`config.mk`:
```
export PLATFORM = sky130hd
export DESIGN_NAME = itr_core
export DESIGN_NICKNAME = d
export VERILOG_FILES = /design/src/verilog/itr_pkg.sv /design/src/verilog/itr_core.sv
export VERILOG_INCLUDE_DIRS = /design/src /design/src/verilog
export SDC_FILE = /design/constraint.sdc
export NUM_CORES = 1
export LEC_CHECK = 0
export ABC_AREA = 1
export BUFFER_PORTS_ARGS = -buffer_cell sky130_fd_sc_hd__buf_4
export CAP_MARGIN = 20
export CORE_UTILIZATION = 36
export CTS_BUF_LIST = sky130_fd_sc_hd__clkbuf_8
export DETAILED_ROUTE_END_ITERATION = 8
export GPL_TIMING_DRIVEN = 0
export HOLD_SLACK_MARGIN = 0.02
export PLACE_DENSITY_LB_ADDON = 0.1
export RECOVER_POWER = 100
export SETUP_SLACK_MARGIN = 0.1
export SYNTH_ARGS = -nofsm -noshare
export SYNTH_HDL_FRONTEND = slang
export SYNTH_SLANG_ARGS = --single-unit
export TNS_END_PERCENT = 1
```
`constraint.sdc`:
```
create_clock -name ref_clk -period 3.45 [get_ports ref_clk]
set_clock_uncertainty 0.05 [all_clocks]
set_input_delay 0.5175 -clock ref_clk [delete_from_list [all_inputs] [get_ports ref_clk]]
set_output_delay 0.5175 -clock ref_clk [all_outputs]
set_load 0.005 [all_outputs]
```
`src/verilog/itr_defines.svh`:
```
/*
 * Offsets, bit positions, reset values and timing counts for the
 * init and timing refinement block.
 * Assumes a 200 MHz ref_clk and the plain register port of itr_core.
 */
`ifndef ITR_DEFINES_SVH
`define ITR_DEFINES_SVH

`define ITR_A_CONFIG     4'h0
`define ITR_A_FIRST_SETUP_REGISTER     4'h1
`define ITR_A_STATION    4'h2
`define ITR_A_PROBE      4'h3
`define ITR_A_SUCCESSOR  4'h4
`define ITR_A_COMMAND    4'h5
`define ITR_A_FLAGS      4'h6
`define ITR_A_INTSTAT    4'h7
`define ITR_A_INTMASK    4'h8

`define ITR_B_RESET      0
`define ITR_B_BYPASS     1
`define ITR_B_REFINED    2

`define ITR_CONFIG_RST   8'h00
`define ITR_FIRST_SETUP_REGISTER_RST   8'h00
`define ITR_STATION_RST  8'h00
`define ITR_MASK_RST     4'h0
`define ITR_STATION_SOFT 8'h00

`define ITR_CMD_CLRINT   8'h01
`define ITR_CMD_ENTX     8'h02
`define ITR_CMD_ENRX     8'h03

`define ITR_INIT_PATTERN 8'hD1
`define ITR_RAM_A_PAT    11'h000
`define ITR_RAM_A_ID     11'h001

`define ITR_CLK_NS       5
`define ITR_INIT_MAX_NS  3000
`define ITR_INIT_MAX_CYC (`ITR_INIT_MAX_NS / `ITR_CLK_NS)
`define ITR_CRYSTAL_CLOCK_MHZ     20
`define ITR_CRYSTAL_CLOCK_DIV     (1000 / (`ITR_CRYSTAL_CLOCK_MHZ * `ITR_CLK_NS))
`define ITR_INTDIS_NS    200
`define ITR_INTDIS_CYC   ((`ITR_INTDIS_NS / `ITR_CLK_NS) + 1)
`define ITR_CMDGAP_NS    100
`define ITR_CMDGAP_CYC   ((`ITR_CMDGAP_NS + `ITR_CLK_NS - 1) / `ITR_CLK_NS)
`define ITR_OS_INTDIS    4
`define ITR_OS_CMDGAP    2
`define ITR_OS_SETPULSE  4

`endif

```
`src/verilog/itr_pkg.sv`:
```
/*
 * Types shared by the init and timing refinement block.
 * Assumes nothing beyond a SystemVerilog compiler.
 */
package itr_pkg;
	typedef enum {UP_IDLE, UP_SYNC, UP_WR_ID} itr_upc_e;
	typedef logic [7:0] itr_byte_t;
	typedef logic [10:0] itr_ram_addr_t;
endpackage

```
`src/verilog/itr_core.sv`:
```
/*
 * Init sequencing, interrupt lift, command spacing, flag timing and
 * prescale select handling of a token-passing network controller.
 * Assumes a 200 MHz ref_clk; events and ids arrive from same-clock logic,
 * line_idle arrives from a pin.
 */
`include "itr_defines.svh"
module itr_core #(
	parameter int PS_W = 3
)(
	input  wire logic                  ref_clk,
	input  wire logic                  rst_n,
	input  wire logic [3:0]            regAddr,
	input  wire logic [7:0]            regWdata,
	input  wire logic                  regWr,
	input  wire logic                  regRd,
	output logic      [7:0]            regRdata,
	input  wire logic                  lineIdle,
	input  wire logic                  txDoneEvt,
	input  wire logic                  rxDoneEvt,
	input  wire logic                  dupIdMatch,
	input  wire logic [7:0]            successorIn,
	output logic                       ramWrEn,
	output itr_pkg::itr_ram_addr_t     ramAddr,
	output itr_pkg::itr_byte_t         ramData,
	output logic      [PS_W-1:0]       rateSelect,
	output logic                       oversampleTick,
	output logic                       probeEffectsClear,
	output logic                       softResetPulse,
	output logic                       enableTxPulse,
	output logic                       enableRxPulse,
	output itr_pkg::itr_byte_t         stationId,
	output itr_pkg::itr_byte_t         probeId,
	output logic                       interruptOutN
);
	logic [7:0]       cfgReg;
	logic [7:0]       setup1Reg;
	logic [3:0]       maskReg;
	logic [3:0]       intStatReg;
	logic [3:0]       intStatNext;
	logic [7:0]       rdMux;
	logic             dupSeenReg;
	logic             lineIdleMeta;
	logic             lineIdleSync;
	logic [PS_W-1:0]  selStage1;
	logic [PS_W-1:0]  selStage2;
	logic [10:0]      osCntReg;
	logic [5:0]       disCntReg;
	logic [5:0]       disCntNext;
	logic [4:0]       guardReg;
	logic [4:0]       guardNext;
	logic [1:0]       flagReg;
	logic [1:0]       flagNext;
	logic [2:0]       pulseCntReg [0:1];
	logic [2:0]       pulseCntNext [0:1];
	itr_pkg::itr_upc_e upState;
	itr_pkg::itr_upc_e upNext;

	wire refined   = cfgReg[`ITR_B_REFINED];
	wire bypass    = cfgReg[`ITR_B_BYPASS];
	wire wrCfg     = regWr && (regAddr == `ITR_A_CONFIG);
	wire wrSetup1  = regWr && (regAddr == `ITR_A_FIRST_SETUP_REGISTER);
	wire wrStation = regWr && (regAddr == `ITR_A_STATION);
	wire wrProbe   = regWr && (regAddr == `ITR_A_PROBE);
	wire wrCmd     = regWr && (regAddr == `ITR_A_COMMAND);
	wire wrMask    = regWr && (regAddr == `ITR_A_INTMASK);
	wire rdSucc    = regRd && (regAddr == `ITR_A_SUCCESSOR);
	wire rdIntStat = regRd && (regAddr == `ITR_A_INTSTAT);

	// soft reset fires on the rising edge of the reset bit, not its level
	wire softRst = (wrStation && (regWdata == `ITR_STATION_SOFT))
		|| (wrCfg && regWdata[`ITR_B_RESET] && !cfgReg[`ITR_B_RESET]);

	// prescaler: oversample period is the 20 MHz base shifted by the select
	wire [10:0] osPeriod = 11'(`ITR_CRYSTAL_CLOCK_DIV) << rateSelect;
	wire        osWrap   = osCntReg >= (osPeriod - 11'h001);
	assign oversampleTick = osWrap;

	// command decode and spacing
	wire isEnTx     = regWdata == `ITR_CMD_ENTX;
	wire isEnRx     = regWdata == `ITR_CMD_ENRX;
	wire prohibitTx = !refined && (pulseCntReg[0] != 3'h0);
	wire prohibitRx = !refined && (pulseCntReg[1] != 3'h0);
	wire cmdBlocked = (guardReg != 5'h00) || (isEnTx && prohibitTx) || (isEnRx && prohibitRx);
	wire cmdAccept  = wrCmd && !cmdBlocked;
	wire cmdRefused = wrCmd && cmdBlocked;
	wire clrIntCmd  = cmdAccept && (regWdata == `ITR_CMD_CLRINT);
	wire enTxAcc    = cmdAccept && isEnTx;
	wire enRxAcc    = cmdAccept && isEnRx;

	// interrupt lift only starts while the pin is actually asserted
	wire disLoad   = (clrIntCmd || rdSucc) && !interruptOutN;
	wire disActive = disCntReg != 6'h00;

	// micro-program counter decode: every non-idle state is the init routine
	wire upInInit = upState != itr_pkg::UP_IDLE;
	wire syncHold = !lineIdleSync && !(bypass && upInInit);
	wire initDone = upState == itr_pkg::UP_WR_ID;

	wire [1:0] evt      = {rxDoneEvt, txDoneEvt};
	wire [1:0] flagClr  = {enRxAcc, enTxAcc};
	wire [1:0] flagRise = flagNext & ~flagReg;

	always_comb begin
		disCntNext = disCntReg;
		if (disLoad) begin
			disCntNext = refined ? 6'(`ITR_INTDIS_CYC) : 6'(`ITR_OS_INTDIS + 1);
		end else if (disActive && (refined || osWrap)) begin
			disCntNext = disCntReg - 6'h01;
		end
	end

	// legacy counts oversample_clock ticks; one extra tick covers the partial first period
	always_comb begin
		guardNext = guardReg;
		if (cmdAccept) begin
			guardNext = refined ? 5'(`ITR_CMDGAP_CYC) : 5'(`ITR_OS_CMDGAP + 1);
		end else if ((guardReg != 5'h00) && (refined || osWrap)) begin
			guardNext = guardReg - 5'h01;
		end
	end

	always_comb begin
		for (int i = 0; i < 2; i++) begin
			flagNext[i] = flagReg[i];
			pulseCntNext[i] = pulseCntReg[i];
			if (flagClr[i]) begin
				flagNext[i] = 1'b0;
			end
			if (evt[i]) begin
				pulseCntNext[i] = 3'(`ITR_OS_SETPULSE);
				if (!refined) begin
					flagNext[i] = 1'b1;
				end
			end else if ((pulseCntReg[i] != 3'h0) && osWrap) begin
				pulseCntNext[i] = pulseCntReg[i] - 3'h1;
				if (refined && (pulseCntReg[i] == 3'h1)) begin
					flagNext[i] = 1'b1;
				end
			end
			if (softRst) begin
				flagNext[i] = 1'b1;
				pulseCntNext[i] = 3'h0;
			end
		end
	end

	// a read clears the sticky bits, but an event in that cycle survives
	always_comb begin
		intStatNext = rdIntStat ? 4'h0 : intStatReg;
		if (clrIntCmd) begin
			intStatNext = intStatNext & 4'hC;
		end
		intStatNext = intStatNext | {cmdRefused, initDone, flagRise};
	end

	always_comb begin
		upNext = upState;
		case (upState)
			itr_pkg::UP_IDLE: upNext = upState;
			itr_pkg::UP_SYNC: begin
				if (!syncHold) begin
					upNext = itr_pkg::UP_WR_ID;
				end
			end
			itr_pkg::UP_WR_ID: upNext = itr_pkg::UP_IDLE;
			default: upNext = itr_pkg::UP_IDLE;
		endcase
		if (softRst) begin
			upNext = itr_pkg::UP_IDLE;
		end else if (wrStation) begin
			upNext = itr_pkg::UP_SYNC;
		end
	end

	always_comb begin
		case (regAddr)
			`ITR_A_CONFIG:    rdMux = cfgReg;
			`ITR_A_FIRST_SETUP_REGISTER:    rdMux = setup1Reg;
			`ITR_A_STATION:   rdMux = stationId;
			`ITR_A_PROBE:     rdMux = probeId;
			`ITR_A_SUCCESSOR: rdMux = successorIn;
			`ITR_A_FLAGS:     rdMux = {4'h0, dupSeenReg, upInInit, flagReg};
			`ITR_A_INTSTAT:   rdMux = {4'h0, intStatReg};
			`ITR_A_INTMASK:   rdMux = {4'h0, maskReg};
			default:          rdMux = 8'h00;
		endcase
	end

	always_ff @(posedge ref_clk or negedge rst_n) begin
		if (!rst_n) begin
			lineIdleMeta <= 1'b0;
			lineIdleSync <= 1'b0;
		end else begin
			lineIdleMeta <= lineIdle;
			lineIdleSync <= lineIdleMeta;
		end
	end

	always_ff @(posedge ref_clk or negedge rst_n) begin
		if (!rst_n) begin
			cfgReg <= `ITR_CONFIG_RST;
			setup1Reg <= `ITR_FIRST_SETUP_REGISTER_RST;
			stationId <= `ITR_STATION_RST;
			probeId <= 8'h00;
		end else begin
			if (wrCfg) cfgReg <= regWdata;
			if (wrSetup1) setup1Reg <= regWdata;
			if (wrStation) stationId <= regWdata;
			if (wrProbe) probeId <= regWdata;
		end
	end

	always_ff @(posedge ref_clk or negedge rst_n) begin
		if (!rst_n) begin
			maskReg <= `ITR_MASK_RST;
		end else if (softRst && refined) begin
			maskReg <= `ITR_MASK_RST;
		end else if (wrMask) begin
			maskReg <= regWdata[3:0];
		end
	end

	// legacy feeds the select straight in and may cut a period short;
	// refined swaps only at a period boundary after two stages
	always_ff @(posedge ref_clk or negedge rst_n) begin
		if (!rst_n) begin
			selStage1 <= '0;
			selStage2 <= '0;
			rateSelect <= '0;
			osCntReg <= 11'h000;
		end else begin
			selStage1 <= setup1Reg[PS_W-1:0];
			selStage2 <= selStage1;
			if (!refined) begin
				rateSelect <= setup1Reg[PS_W-1:0];
			end else if (osWrap) begin
				rateSelect <= selStage2;
			end
			osCntReg <= osWrap ? 11'h000 : osCntReg + 11'h001;
		end
	end

	always_ff @(posedge ref_clk or negedge rst_n) begin
		if (!rst_n) begin
			disCntReg <= 6'h00;
			guardReg <= 5'h00;
			flagReg <= 2'b11;
			pulseCntReg[0] <= 3'h0;
			pulseCntReg[1] <= 3'h0;
			intStatReg <= 4'h0;
			interruptOutN <= 1'b1;
		end else begin
			disCntReg <= disCntNext;
			guardReg <= guardNext;
			flagReg <= flagNext;
			pulseCntReg[0] <= pulseCntNext[0];
			pulseCntReg[1] <= pulseCntNext[1];
			intStatReg <= intStatNext;
			interruptOutN <= !(|(intStatReg & maskReg)) || disActive;
		end
	end

	always_ff @(posedge ref_clk or negedge rst_n) begin
		if (!rst_n) begin
			upState <= itr_pkg::UP_IDLE;
			ramWrEn <= 1'b0;
			ramAddr <= `ITR_RAM_A_PAT;
			ramData <= 8'h00;
		end else begin
			upState <= upNext;
			ramWrEn <= 1'b0;
			if ((upState == itr_pkg::UP_SYNC) && !syncHold && !softRst) begin
				ramWrEn <= 1'b1;
				ramAddr <= `ITR_RAM_A_PAT;
				ramData <= `ITR_INIT_PATTERN;
			end else if (initDone && !softRst) begin
				ramWrEn <= 1'b1;
				ramAddr <= `ITR_RAM_A_ID;
				ramData <= stationId;
			end
		end
	end

	always_ff @(posedge ref_clk or negedge rst_n) begin
		if (!rst_n) begin
			dupSeenReg <= 1'b0;
			probeEffectsClear <= 1'b0;
			softResetPulse <= 1'b0;
			enableTxPulse <= 1'b0;
			enableRxPulse <= 1'b0;
			regRdata <= 8'h00;
		end else begin
			probeEffectsClear <= refined && (wrProbe || wrStation);
			dupSeenReg <= dupIdMatch || (dupSeenReg && !(refined && (wrProbe || wrStation)));
			softResetPulse <= softRst;
			enableTxPulse <= enTxAcc;
			enableRxPulse <= enRxAcc;
			regRdata <= regRd ? rdMux : 8'h00;
		end
	end
endmodule

```
==> results_dict.tcl <==
set metrics [dict create \
    outcome "finished clean" \
    syn_to_final_growth_pct 17.7 \
    crit_arrival_ns 2.62 \
    netlist_area_um2 5290 \
    clockBufferDepth 2 \
    cp-end-kind "primary output" \
    yosysSeqAreaShare_pct 50.6 \
    finalCriticalPeriod_ns 3.19 \
    antenna_found_initial 0 \
    critPathSlowestCell "dfrtp_1" \
    ir_drop_mv 0.303 \
    clk_pin_slew_worst_paths_ns 0.11 \
    tightestPinTransition_ns 1.38 \
    crit_chain "nor2_2, inv_1, nor2_1, inv_1, ha_1, inv_1, o21ai_0, nand3_1, ha_1, nand2_1, nor2_2, nand2_1, nand3_4, clkbuf_8, buf_4" \
    drive_gt1_share_pct 15.6 \
    wl_per_cell_um 14.7 \
    place_congestion 0.836 \
    wl_mm 13.4 \
    max_stage_delay_ns 0.46 \
    crit_top_cell "inv_1" \
    via_per_inst 4.86 \
    crit_family "simple AND/OR/NAND/NOR gates" \
    crit_required_ns 2.88 \
    rsz0062_at_grt "no" \
    ant_nets 0 \
    syn-instance-count 632 \
    synth_flop_cell "dfrtp_1" \
    finalSetupTns_ns 0 \
    cts.sink_count 107 \
    place_area_um2 6110 \
    grt_first_pass_wirelength_mm 22.0 \
    hp-class "in -> reg" \
    core_um2 14100 \
    nNetsFinal 774 \
    relSlewSlack_pct 8.11 \
    setup_viol 0 \
    ys_types 39 \
    dp_hpwl_mm 10.0 \
    die_w_um 123 \
    syn_area_per_cell_um2 8.38 \
    portBuffers 70 \
    drt-pass1-iter-count 4 \
    hold_viol 0 \
    fmax_mhz 314 \
    power_uw 4120 \
    htreeDepth 3 \
    cts_tree "yes" \
    drc_errors 0 \
    cp_num_buf_inv 5 \
    insertion_delay_ns 0.40 \
    dieArea_um2 15200 \
    first_iter_violations 317 \
    io_pins 81 \
    drv_cap 0 \
    startpoint_type "register" \
    p_leak_uw 0.00318 \
    grt.total_usage_pct 19.2 \
    fin_crit_sh_pct 92.4 \
    hold_buffers 0 \
    pwr_density_cell_nw_per_um2 662 \
    drv_slew 0 \
    cts_made_buffers 9 \
    synth_common_cells "nand2_1 (156), dfrtp_1 (104), inv_1 (89)" \
    num_vias 4432 \
    grt_pass1_vias 4283 \
    start_util_pct 37.6 \
    ys_top_cells_by_area "dfrtp_1 (49%), nand2_1 (11%), inv_1 (6.3%)" \
    rows 43 \
    whs_ns 0.214 \
    critPathKind "reg -> out" \
    design_area_um2 6230 \
    ys_ff_latch 107 \
    overflow 0 \
    critPathMaxFanout 10 \
    die_y_um 123 \
    synth_area_leader_cell "dfrtp_1" \
    synth.most_common_cell "nand2_1" \
    synth-edff-count 0 \
    cts-root-buf "clkbuf_8" \
    fillCellCount 1442 \
    synthDominantCellAreaShare_pct 49.2 \
    async_flop_share_pct 100 \
    diodes 0 \
    yosys_warnings 0 \
    grt_max_degree 55 \
]
what timing repair did:
item	in CTS	in global routing
cloned	0	0
pin swaps	1	0
gates resized for setup	8	3
setup endpoints to repair	1	1
endpoints found under the hold margin	0	0
setup buffers	1	2
worst register-to-register path, delay by kind of cell (launching register included):
family	cells	cell delay, ns
AO/OA/AOI/OAI	3	0.41
adder cells (fa/ha/maj)	2	0.45
buffers and inverters	3	0.21
flip-flops	1	0.46
AND/OR/NAND/NOR	9	1.20
area by class of cell:
class	instances	area (um^2)	share of cell area, %
tap	180	225	3.62
buffer	15	104	1.67
sequential	107	2680	43.1
clock buffer	9	124	1.99
multi-input combinational	424	2150	34.5
inverter	95	360	5.79
timing repair buffer	74	524	8.42
clock inverter	7	62.6	1.00
kinds of logic (layout without fill, tap and decap cells):
kind of cell | after synthesis | count (layout) | synth area share (%)
AND/OR/NAND/NOR | 278 | 278 | 23.4
AO/OA/AOI/OAI | 111 | 111 | 11.7
buffers and inverters | 110 | 200 | 8.60
flip-flops | 107 | 107 | 50.7
adder cells (fa/ha/maj) | 20 | 20 | 4.73
XOR/XNOR | 5 | 5 | 0.827
other | 1 | 10 | 0.0708
flip-flops by register name, indices dropped and copies added (netlist names), 3 cells and up:
signal       flops
guardReg         5
osCntReg        11
setup1Reg        8
regRdata         8
cfgReg           8
probeId          8
selStage2        3
rateSelect       3
disCntReg        6
selStage1        3
intStatReg       4
ramData          8
stationId        8
pulseCntReg      6
maskReg          4
per-stage QoR:
step | utilization [%] | cells | setup slack, ns
CTS | 44.9 | 909 | 0.159
detailed placement | 43.3 | 892 | 0.0855
global route | 44.2 | 911 | 0.0458
finish | 44.2 | 911 | 0.261
global placement | 43.1 | 891 | 0.127
floorplan | - | 641 | 0.705
where the power goes:
group,switching (uW),internal [uW],leakage (uW)
logic,939,655,0.00174
registers,207,1560,0.00134
clock network,482,283,0.0000988
cell usage in the layout (no fill, tap or decap), types with 5 or more instances in the layout:
master and n:
inv_1 89, nand2_1 159, o21ai_0 68, a21oi_1 18, dfrtp_1 103, nor3b_1 5, clkbuf_4 36, o22ai_1 10
xor2_1 5, nand4_1 6, buf_4 39, clkbuf_1 11, nor2_2 6, clkbuf_8 10, ha_1 20, nor3_1 11
nor2_1 49, conb_1 10, nand3_1 31
worst paths after layout:
path,start,to,slack [ns],cells past startpoint
worst max register to register,rateSelect[2],guardReg[0],0.56,17
worst min register to register,selStage1[2],selStage2[2],0.31,0
max in group asynchronous,rst_n,stationId[3],0.96,2
worst max-delay path,rateSelect[2],oversampleTick,0.26,15
worst min-delay path,lineIdle,lineIdleMeta,0.21,1
min in group asynchronous,rst_n,osCntReg[2],0.39,1
routing by layer:
layer / track usage [%] / share of wire, % / vias up
met5: 0 / 0 / -
met4: 5.35 / 1.5 / 0
met3: 4.66 / 4.6 / 11
met2: 32.9 / 51 / 92
met1: 24.1 / 43 / 2119
li1: - / - / 2210
No activity file was read; power rests on OpenSTA's default activity.
